## config.mk

```make
export PLATFORM = sky130hd
export DESIGN_NAME = bsc_top
export DESIGN_NICKNAME = d
export VERILOG_FILES = /design/src/hw/bsc_pkg.sv /design/src/hw/bsc_map_if.sv /design/src/hw/bsc_top.sv /design/src/hw/bsc_volt_map.sv
export SDC_FILE = /design/constraint.sdc
export NUM_CORES = 1
export LEC_CHECK = 0
export BUFFER_PORTS_ARGS = -buffer_cell sky130_fd_sc_hd__buf_4
export CAP_MARGIN = 20
export CELL_PAD_IN_SITES_DETAIL_PLACEMENT = 0
export CELL_PAD_IN_SITES_GLOBAL_PLACEMENT = 1
export CORE_MARGIN = 1.5
export CORE_UTILIZATION = 45
export DETAILED_ROUTE_END_ITERATION = 8
export PLACE_DENSITY_LB_ADDON = 0.3
export SETUP_SLACK_MARGIN = 0.15
export SLEW_MARGIN = 10
export SYNTH_ARGS = -nofsm -noshare
export SYNTH_HDL_FRONTEND = slang
export SYNTH_SLANG_ARGS = --single-unit
```

## constraint.sdc

```tcl
create_clock -name core_clk -period 2.5 [get_ports core_clk]
set_input_delay 0.5 -clock core_clk [delete_from_list [all_inputs] [get_ports core_clk]]
set_output_delay 0.5 -clock core_clk [all_outputs]
set_load 0.05 [all_outputs]
```

## src/hw/bsc_pkg.sv

```systemverilog
// package: register map, field layout and voltage coding for the buck set-point bank
// Notes on behaviour
// range bit 6 of run set-point register is read-only to the host
// range bit loads from default configuration, replaced only by one-time-programmed load
// range 0: code maps to 0.400 V plus 25 mV steps, 1.975 V at 63
// range 1: code maps to 0.800 V plus 50 mV steps, up to 3.300 V
// three independent 6-bit set points; the current mode's one is applied
// initial range bit copied into bit 6 of standby and sleep registers
// host must not program high-range codes 1110011 to 1111111, they are reserved
// host uses high range for 2.000-3.300 V, low range for 0.400-1.975 V
// host must not program set points of 0.6 V or below
// run, standby, sleep registers at 0x35, 0x36, 0x37; bit 7 unused
// host writes to the range bit are ignored, stored range unchanged
`default_nettype none

package bsc_pkg;

  // ----------------------------------------------------------------
  // register map
  // ----------------------------------------------------------------
  localparam logic [7:0] RUN_SETPOINT_ADDR     = 8'h35;
  localparam logic [7:0] STANDBY_SETPOINT_ADDR = 8'h36;
  localparam logic [7:0] SLEEP_SETPOINT_ADDR   = 8'h37;

  localparam int         SETPOINT_W     = 6;
  localparam int         RANGE_BIT      = 6;
  localparam int         UNUSED_BIT     = 7;
  localparam logic [5:0] SETPOINT_RESET = 6'h00;
  localparam logic       RANGE_RESET    = 1'b0;

  // ----------------------------------------------------------------
  // voltage coding, millivolts
  // ----------------------------------------------------------------
  localparam logic [15:0] LOW_BASE_MV    = 16'h0190;  // 400
  localparam logic [15:0] LOW_STEP_MV    = 16'h0019;  // 25
  localparam logic [15:0] HIGH_BASE_MV   = 16'h0320;  // 800
  localparam logic [15:0] HIGH_STEP_MV   = 16'h0032;  // 50
  localparam logic [15:0] MIN_SUPPORT_MV = 16'h0258;  // 600, this and below unsupported
  localparam logic [5:0]  HIGH_LAST_CODE = 6'h32;     // 3.300 V

  // operating modes as seen on the mode pins
  typedef enum logic [1:0] {
    BSC_MODE_RUN     = 2'b00,
    BSC_MODE_STANDBY = 2'b01,
    BSC_MODE_SLEEP   = 2'b11
  } bsc_mode_e;

  function automatic logic [15:0] bsc_code_to_mv(input logic [6:0] code);
    logic [15:0] idx;
    idx = {10'h000, code[5:0]};
    if (code[RANGE_BIT]) begin
      bsc_code_to_mv = 16'(HIGH_BASE_MV + 16'(idx * HIGH_STEP_MV));
    end else begin
      bsc_code_to_mv = 16'(LOW_BASE_MV + 16'(idx * LOW_STEP_MV));
    end
  endfunction

endpackage : bsc_pkg

`default_nettype wire

```

## src/hw/bsc_map_if.sv

```systemverilog
// interface: set-point code to output voltage mapping request
`default_nettype none

interface bsc_map_if;
  logic [6:0]  code;
  logic [15:0] mv;
  logic        reserved;
  logic        unsupported;

  modport req (output code, input mv, input reserved, input unsupported);
  modport map (input code, output mv, output reserved, output unsupported);
endinterface : bsc_map_if

`default_nettype wire

```

## src/hw/bsc_top.sv

```systemverilog
// module: set-point register bank and active set-point selection for the second buck regulator
`default_nettype none

module bsc_top
  import bsc_pkg::*;
#(
  parameter logic RANGE_DEFAULT = RANGE_RESET
) (
  input  wire logic        core_clk,
  input  wire logic        resetn,
  input  wire logic [7:0]  reg_addr,
  input  wire logic [7:0]  reg_wdata,
  input  wire logic        reg_wr,
  input  wire logic        reg_rd,
  output logic      [7:0]  reg_rdata,
  input  wire logic [1:0]  op_mode_pin,
  input  wire logic        otp_range_pin,
  input  wire logic        otp_load_pin,
  output logic      [6:0]  active_code,
  output logic      [15:0] target_mv,
  output logic             code_reserved,
  output logic             code_unsupported,
  output logic             range_high
);

  // ----------------------------------------------------------------
  // reset release
  // ----------------------------------------------------------------
  logic rst_meta;
  logic rst_n;

  always_ff @(posedge core_clk or negedge resetn) begin
    if (!resetn) begin
      rst_meta <= 1'b0;
      rst_n    <= 1'b0;
    end else begin
      rst_meta <= 1'b1;
      rst_n    <= rst_meta;
    end
  end

  // ----------------------------------------------------------------
  // pin synchronisers
  // ----------------------------------------------------------------
  // a change counts only once stages two and three agree
  logic [1:0] mode_s1;
  logic [1:0] mode_s2;
  logic [1:0] mode_s3;
  logic [1:0] mode_q;
  logic [1:0] otp_s1;
  logic [1:0] otp_s2;
  logic [1:0] otp_s3;
  logic       otp_range_q;
  logic       otp_load_q;
  logic       otp_load_evt;

  always_ff @(posedge core_clk or negedge rst_n) begin
    if (!rst_n) begin
      mode_s1 <= BSC_MODE_RUN;
      mode_s2 <= BSC_MODE_RUN;
      mode_s3 <= BSC_MODE_RUN;
      otp_s1  <= 2'h0;
      otp_s2  <= 2'h0;
      otp_s3  <= 2'h0;
    end else begin
      mode_s1 <= op_mode_pin;
      mode_s2 <= mode_s1;
      mode_s3 <= mode_s2;
      otp_s1  <= {otp_load_pin, otp_range_pin};
      otp_s2  <= otp_s1;
      otp_s3  <= otp_s2;
    end
  end

  always_ff @(posedge core_clk or negedge rst_n) begin
    if (!rst_n) begin
      mode_q <= BSC_MODE_RUN;
    end else if (mode_s2 == mode_s3) begin
      // code 2'b10 is not a mode; the last good one is kept
      if (mode_s3 != 2'b10) begin
        mode_q <= mode_s3;
      end
    end
  end

  always_ff @(posedge core_clk or negedge rst_n) begin
    if (!rst_n) begin
      otp_range_q <= 1'b0;
      otp_load_q  <= 1'b0;
    end else begin
      if (otp_s2[0] == otp_s3[0]) begin
        otp_range_q <= otp_s3[0];
      end
      if (otp_s2[1] == otp_s3[1]) begin
        otp_load_q <= otp_s3[1];
      end
    end
  end

  // load acts once per settled rising edge of the load pin
  assign otp_load_evt = (otp_s2[1] && otp_s3[1]) && !otp_load_q;

  // ----------------------------------------------------------------
  // range bit
  // ----------------------------------------------------------------
  // one stored copy serves all three registers, so the modes cannot disagree
  logic range;

  always_ff @(posedge core_clk or negedge rst_n) begin
    if (!rst_n) begin
      range <= RANGE_DEFAULT;
    end else if (otp_load_evt) begin
      range <= otp_range_q;
    end
  end

  // ----------------------------------------------------------------
  // set-point registers
  // ----------------------------------------------------------------
  logic [5:0] run_sp;
  logic [5:0] stby_sp;
  logic [5:0] sleep_sp;

  // bit 6 and bit 7 of write data are dropped here
  always_ff @(posedge core_clk or negedge rst_n) begin
    if (!rst_n) begin
      run_sp   <= SETPOINT_RESET;
      stby_sp  <= SETPOINT_RESET;
      sleep_sp <= SETPOINT_RESET;
    end else if (reg_wr) begin
      unique case (reg_addr)
        RUN_SETPOINT_ADDR:     run_sp   <= reg_wdata[5:0];
        STANDBY_SETPOINT_ADDR: stby_sp  <= reg_wdata[5:0];
        SLEEP_SETPOINT_ADDR:   sleep_sp <= reg_wdata[5:0];
        default:               ;
      endcase
    end
  end

  // ----------------------------------------------------------------
  // read port
  // ----------------------------------------------------------------
  logic [7:0] next_rdata;

  always_comb begin
    next_rdata = 8'h00;
    unique case (reg_addr)
      RUN_SETPOINT_ADDR:     next_rdata = {1'b0, range, run_sp};
      STANDBY_SETPOINT_ADDR: next_rdata = {1'b0, range, stby_sp};
      SLEEP_SETPOINT_ADDR:   next_rdata = {1'b0, range, sleep_sp};
      default:               next_rdata = 8'h00;
    endcase
  end

  always_ff @(posedge core_clk or negedge rst_n) begin
    if (!rst_n) begin
      reg_rdata <= 8'h00;
    end else if (reg_rd) begin
      reg_rdata <= next_rdata;
    end
  end

  // ----------------------------------------------------------------
  // active set point
  // ----------------------------------------------------------------
  logic [5:0] next_sp;
  bsc_map_if  map_bus ();

  always_comb begin
    next_sp = run_sp;
    unique case (mode_q)
      BSC_MODE_RUN:     next_sp = run_sp;
      BSC_MODE_STANDBY: next_sp = stby_sp;
      BSC_MODE_SLEEP:   next_sp = sleep_sp;
      default:          next_sp = run_sp;
    endcase
  end

  assign map_bus.code = {range, next_sp};

  bsc_volt_map u_map (
    .m (map_bus.map)
  );

  always_ff @(posedge core_clk or negedge rst_n) begin
    if (!rst_n) begin
      active_code      <= 7'h00;
      target_mv        <= LOW_BASE_MV;
      code_reserved    <= 1'b0;
      code_unsupported <= 1'b1;
      range_high       <= 1'b0;
    end else begin
      active_code      <= map_bus.code;
      target_mv        <= map_bus.mv;
      code_reserved    <= map_bus.reserved;
      code_unsupported <= map_bus.unsupported;
      range_high       <= range;
    end
  end

  // ----------------------------------------------------------------
  // checks
  // ----------------------------------------------------------------
  a_range_read_only: assert property (@(posedge core_clk) disable iff (!rst_n)
    (reg_wr && reg_addr == RUN_SETPOINT_ADDR && !otp_load_evt) |=> (range == $past(range)))
    else $error("range bit changed by a register write");

  a_otp_range_load: assert property (@(posedge core_clk) disable iff (!rst_n)
    otp_load_evt |=> (range == $past(otp_range_q)) ##1 (range_high == $past(range)))
    else $error("range bit not loaded from programmed value");

  a_low_range_map: assert property (@(posedge core_clk) disable iff (!rst_n)
    !active_code[RANGE_BIT] |-> (target_mv == 16'(LOW_BASE_MV + 16'({10'h000, active_code[5:0]} * LOW_STEP_MV))))
    else $error("low range voltage wrong");

  a_low_range_top: assert property (@(posedge core_clk) disable iff (!rst_n)
    (active_code == 7'h3f) |-> (target_mv == 16'h07b7))
    else $error("low range top code not 1975 mV");

  a_high_range_map: assert property (@(posedge core_clk) disable iff (!rst_n)
    (active_code == {1'b1, HIGH_LAST_CODE}) |-> (target_mv == 16'h0ce4) && !code_reserved)
    else $error("high range 3300 mV code wrong");

  a_mode_select: assert property (@(posedge core_clk) disable iff (!rst_n)
    (mode_q == BSC_MODE_SLEEP) |=> (active_code[5:0] == $past(sleep_sp)))
    else $error("sleep set point not applied");

  a_range_copied: assert property (@(posedge core_clk) disable iff (!rst_n)
    (reg_rd && reg_addr == STANDBY_SETPOINT_ADDR) |=> (reg_rdata[RANGE_BIT] == $past(range)))
    else $error("standby range bit differs from run range bit");

  a_sleep_map_read: assert property (@(posedge core_clk) disable iff (!rst_n)
    (reg_rd && reg_addr == SLEEP_SETPOINT_ADDR) |=> (reg_rdata == {1'b0, $past(range), $past(sleep_sp)}))
    else $error("sleep register read wrong");

  a_bit6_ignored: assert property (@(posedge core_clk) disable iff (!rst_n)
    (reg_wr && reg_addr == STANDBY_SETPOINT_ADDR && !otp_load_evt)
      |=> (stby_sp == $past(reg_wdata[5:0])) && (range == $past(range)))
    else $error("standby write mishandled");

  a_below_floor: assert property (@(posedge core_clk) disable iff (!rst_n)
    (active_code[6:0] == 7'h08) |-> code_unsupported)
    else $error("600 mV not flagged unsupported");

endmodule // bsc_top

`default_nettype wire

```

## src/hw/bsc_volt_map.sv

```systemverilog
// module: decode of a 7-bit set-point code into millivolts and validity flags
`default_nettype none

module bsc_volt_map
  import bsc_pkg::*;
(
  bsc_map_if.map m
);

  // ----------------------------------------------------------------
  // decode
  // ----------------------------------------------------------------
  always_comb begin
    m.mv          = bsc_code_to_mv(m.code);
    // high codes past 3.300 V have no defined output
    m.reserved    = m.code[RANGE_BIT] && (m.code[5:0] > HIGH_LAST_CODE);
    m.unsupported = (bsc_code_to_mv(m.code) <= MIN_SUPPORT_MV);
  end

endmodule // bsc_volt_map

`default_nettype wire

```

==> out/metrics.csv, run 1 <==
metric,value,unit
io_pins,58,
cts_tree,yes,
track_usage,0.195,
path_cells,"mux2i_2, a21oi_4, ha_4, xnor2_2, ha_4, ha_4, ha_4, fa_2, mux2_4, a21boi_1, a2111o_1, a21o_1, nor4b_2",
clock_latency,0.34,ns
startpoint_type,flip-flop,
die_area,8900,sq um
cpMostUsedCell,ha_4,
synth_top_area_frac,0.413,
fin_util,0.675,
worstReg2RegEnd,code_unsupported$_DFF_PN1_,
path_max_fanout,5,
routed_via_density,5.11,
h-tree-depth,3,
crit_slowest_cell,dfrtp_2,
worstPathArrival,3.96,ns
drc,0,
nets,532,
rr_worst_depth,13,
hold_viol,0,
hold_class,reg -> async,
rsz0062_at_grt,yes,
initial_utilization,0.461,
total_power,5.35,mW
synth_seq_cells,66,
skew,0.00600,ns
p_per_area,974,nW/um^2
synthDistinctLibCells,49,
gp_congestion,0.838,
grt_pass1_wl,13.1,mm
reg2reg_slack,-1.21,ns
critPathTopFamily,adder cells,
drv_cap,0,
postRouteAntennaNets,0,
synth.avg_cell_area,11.3,sq um
grt_max_degree,39,
routedWlPerCell,14.9,um
cts_sinks,66,
diodes,0,
final_layout_size_suffix_gt1_frac,0.525,
cts_root_buf,clkbuf_8,
syn2layout_area_growth,46.4,%
cts_buffer_depth,2,
tightest_slew,0.567,ns
grt_pass1_vias,2779,
critical_path_required,2.75,ns
dp.cells,541,
path_class,reg -> reg,
wirelength,8.51,mm
fp.dieH,94.3,um
end_kind,flip-flop,
hpwl,6.08,mm
hold_slack,0.259,ns
leakage,2.69,nW
synthArstFlopShare,1.00,
slowest_delay,0.47,ns
syn_area,3750,sq um
dpl_cell_area,4840,sq um
fin_cells,570,
fp.dieW,94.3,um
antenna_found_initial,0,
fin_crit_sh,1.48,
core_area,8130,sq um
finalInstanceArea,5490,sq um
yosysSeqAreaShare,0.441,
synth-edff-count,0,
drv_slew,0,
drt-pass1-iter-count,4,
reg2reg_from,mode_q[1]$_DFFE_PN0P_,
yosysWarningCount,0,
setup-tns-final,-6.47,ns
yosys.area.top_type,dfrtp_1,
syn-instance-count,332,
vias,2912,
globalRouteOverflowTotal,0,
pre_cts_slack,-1.30,ns
io_buffers,51,
fillers,596,
synth-main-ff-cell,dfrtp_1,
min_period,3.71,ns
synth.area.top_cells,"dfrtp_1, ha_1, mux2_2",
drtIter0Drc,133,
ir_worst_vdd,0.710,mV
clkSlewWorstSetupHoldPaths,0.08,ns
cts_inserted_buffers,9,
rows,33,
status,finished with violations,
final.setup.worst_slack,-1.21,ns
fmax,269,MHz
path_buf_inv,0,
violations,negative setup slack,
relSlewSlack,0.622,
setup_violations,8,
worst max path at each step:
| stage | startpoint | end | slack (ns) | cells past startpoint |
|---|---|---|---|---|
| floorplan | mode_q[1]$_DFFE_PN0P_ | code_unsupported$_DFF_PN1_ | -1.09 | 14 |
| global placement | mode_q[1]$_DFFE_PN0P_ | code_unsupported$_DFF_PN1_ | -1.22 | 14 |
| detailed placement | mode_q[1]$_DFFE_PN0P_ | code_unsupported$_DFF_PN1_ | -1.30 | 14 |
| CTS | mode_q[1]$_DFFE_PN0P_ | code_unsupported$_DFF_PN1_ | -1.25 | 12 |
| global route | mode_q[1]$_DFFE_PN0P_ | code_unsupported$_DFF_PN1_ | -1.32 | 13 |
| finish | mode_q[1]$_DFFE_PN0P_ | code_unsupported$_DFF_PN1_ | -1.21 | 13 |
registers in the layout, summed over array words and instances (netlist names), 2 cells and up:
name and count:
target_mv 13, reg_rdata 7, otp_s3 2, otp_s2 2, run_sp 6, mode_s3 2, stby_sp 6, mode_s1 2
mode_s2 2, active_code 7, mode_q 2, sleep_sp 6, otp_s1 2
cells by family after synthesis:
group                      share of synthesized area
and+or+nand+nor                               0.0677
muxes                                         0.0967
AOI/OAI and AO/OA                              0.123
adders and majority gates                      0.169
other                                        0.00200
buffers and inverters                         0.0587
DFF                                            0.441
xor gates and xnor gates                      0.0413
Yosys cell counts (all sizes together), types with 10 or more instances:
cell type	instances
inv	27
ha	45
mux2	26
dfrtp	62
a21oi	16
o21ai	10
nand2	11
buf	11
a21o	11
nor2	20
where the power goes:
part	internal (mW)	total (mW)	switching [mW]
clock network	0.570	0.999	0.429
registers	1.24	1.34	0.0990
logic	1.46	3.01	1.55
layer usage:
metal	global-route usage	part of all wire	vias to the layer above
li1	-	-	1408
met1	0.252	0.45	1439
met2	0.320	0.50	56
met3	0.0583	0.041	9
met4	0.0460	0.011	0
met5	0	0	-
timing repair:
item,CTS,global route
gates cloned,0,0
hold buffers,1,0
buffers inserted,2,10
endpoints found under the hold margin,2,0
resized for setup,17,40
pin swaps,13,26
setup endpoints to repair,10,10
layout make-up:
| class | instances | area, sq um | share of cell area |
|---|---|---|---|
| clock buffer | 9 | 124 | 0.0226 |
| clock inverter | 7 | 100 | 0.0182 |
| tap | 105 | 131 | 0.0239 |
| inverter | 27 | 101 | 0.0185 |
| timing repair buffer | 133 | 1040 | 0.189 |
| sequential | 66 | 1660 | 0.302 |
| multi-input combinational | 223 | 2340 | 0.425 |
cell usage in the layout, fill, tap and decap left out, types with 8 or more instances in the layout:
cell type	count
buf_4	125
dfrtp_1	59
mux2_2	25
inv_1	23
ha_1	22
ha_4	22
nor2_1	19
nand2_1	11
clkbuf_8	9
a21oi_2	8
a21o_1	8
o22ai_1	8
No activity file was read; power rests on OpenSTA's default activity.
==> run 2: changes to the inputs <==
CORE_UTILIZATION = 47   (was 45)
CTS_BUF_LIST = sky130_fd_sc_hd__clkbuf_4 sky130_fd_sc_hd__clkbuf_8   (was not set)
==> run 2 against run 1 <==
Compared with the run above: the flow still finishes with violations (negative setup slack); combinational power is 2% higher; critical path type unchanged; setup slack got worse by 0.031 ns; final cell count decreased by 0.18%.
==> out/metrics.csv, run 2 (synthesis results as in run 1) <==
metric,value,unit
h-tree-depth,3,
ir_worst_vdd,0.704,mV
mostFrequentLayoutCells,"buf_4, dfrtp_1, mux2_2, ha_1, inv_1",
grt_max_degree,40,
nets,534,
die_area,8530,sq um
skew,0.0184,ns
cts_tree,yes,
critical_path_required,2.74,ns
diodes,0,
largest_reg_flops,13,
p_comb_frac,0.577,
io_pins,58,
critPathTopFamily,adder cells,
end_kind,flip-flop,
fmax,267,MHz
setup-tns-final,-6.59,ns
p_int,3.21,mW
final_layout_size_suffix_gt1_frac,0.540,
gp_congestion,0.781,
track_usage,0.212,
initial_utilization,0.486,
core_area,7730,sq um
rsz0062_at_grt,yes,
largestRegisters,"target_mv x13, active_code x7, reg_rdata x7",
dpl_cell_area,4840,sq um
top_register,target_mv,
p_per_area,976,nW/um^2
routedWlPerCell,15.2,um
grt_pass1_wl,14.1,mm
drv_cap,0,
cts_sinks,66,
cts_inserted_buffers,9,
setup_violations,8,
violations,negative setup slack,
antenna_found_initial,0,
drt-pass1-iter-count,4,
tightest_slew,0.565,ns
hpwl,6.11,mm
startpoint_type,flip-flop,
fin_util,0.707,
finalInstanceArea,5460,sq um
io_buffers,51,
leakage,2.69,nW
path_cells,"mux2i_2, a21o_1, inv_2, ha_4, ha_4, ha_4, fa_2, ha_4, mux2_2, a21boi_0, a2111o_1, a21o_1, nor4b_2",
fp.dieH,92.4,um
min_period,3.74,ns
grt_pass1_vias,3005,
cts_buffer_depth,2,
vias,2893,
globalRouteOverflowTotal,0,
cpMostUsedCell,ha_4,
total_power,5.34,mW
clkSlewWorstSetupHoldPaths,0.09,ns
final.setup.worst_slack,-1.24,ns
clock_latency,0.34,ns
path_max_fanout,5,
crit_slowest_cell,fa_2,
fp.dieW,92.4,um
switching_share,0.399,
hold_slack,0.258,ns
wirelength,8.66,mm
cts_root_buf,clkbuf_8,
status,finished with violations,
seqPwrFrac,0.248,
pwr-share-clk,0.176,
routed_via_density,5.08,
relSlewSlack,0.623,
final_common_cell,buf_4,
postRouteAntennaNets,0,
hold_class,in -> reg,
worstPathArrival,3.98,ns
rows,32,
drc,0,
path_class,reg -> reg,
path_buf_inv,1,
fin_crit_sh,1.50,
p_switching,2.13,mW
syn2layout_area_growth,45.6,%
drtIter0Drc,106,
hold_viol,0,
slowest_delay,0.61,ns
drv_slew,0,
-- run 2: power by group through the flow --
stage / Combinational (mW) / Clock [mW] / Sequential [mW]
after floorplan: 1.30 / 0 / 1.73
after global placement: 2.53 / 0 / 1.33
after detailed placement: 2.58 / 0 / 1.33
after CTS: 2.86 / 0.954 / 1.32
after global routing: 3.31 / 1.01 / 1.34
final: 3.08 / 0.937 / 1.32
-- run 2: final cells by class --
cell class	count	area [sq um]
inverters	27	101
fillers	570	2260
repair buffers	135	1050
clock inverters	7	82.6
multi-input cells	223	2310
clock buffers	9	124
well taps	102	128
flip-flops and latches	66	1660
-- run 2: worst paths after layout --
| check | endpoint | start | slack (ns) | cells past startpoint |
|---|---|---|---|---|
| max in group asynchronous | code_unsupported$_DFF_PN1_ | rst_n$_DFF_PN0_ | 1.56 | 1 |
| setup / recovery | code_unsupported$_DFF_PN1_ | mode_q[1]$_DFFE_PN0P_ | -1.24 | 13 |
| hold reg to reg | mode_s1[1]$_DFF_PN0_ | rst_n$_DFF_PN0_ | 0.27 | 0 |
| min in group asynchronous | mode_s1[1]$_DFF_PN0_ | rst_n$_DFF_PN0_ | 0.27 | 0 |
| setup reg to reg | code_unsupported$_DFF_PN1_ | mode_q[1]$_DFFE_PN0P_ | -1.24 | 13 |
| hold / removal | otp_s1[0]$_DFF_PN0_ | otp_range_pin | 0.26 | 1 |
-- run 2: what timing repair did --
action / CTS / global route
setup endpoints to repair: 10 / 10
hold endpoints to repair: 2 / 0
hold buffers: 1 / 0
pin swaps: 23 / 20
buffers inserted: 10 / 4
gates resized for setup: 34 / 26
-- run 2: stage by stage --
step,std cells,setup slack [ns]
global route,569,-1.36
floorplan,335,-1.09
CTS,565,-1.22
finish,569,-1.24
global placement,538,-1.25
detailed placement,538,-1.38
-- run 2: routing by layer --
metal  vias up  share of wire  global-route usage
met1      1431           0.46               0.276
met4         0         0.0029              0.0462
li1       1406              -                   -
met2        54           0.50               0.363
met3         2          0.035              0.0435
met5         -              0                   0
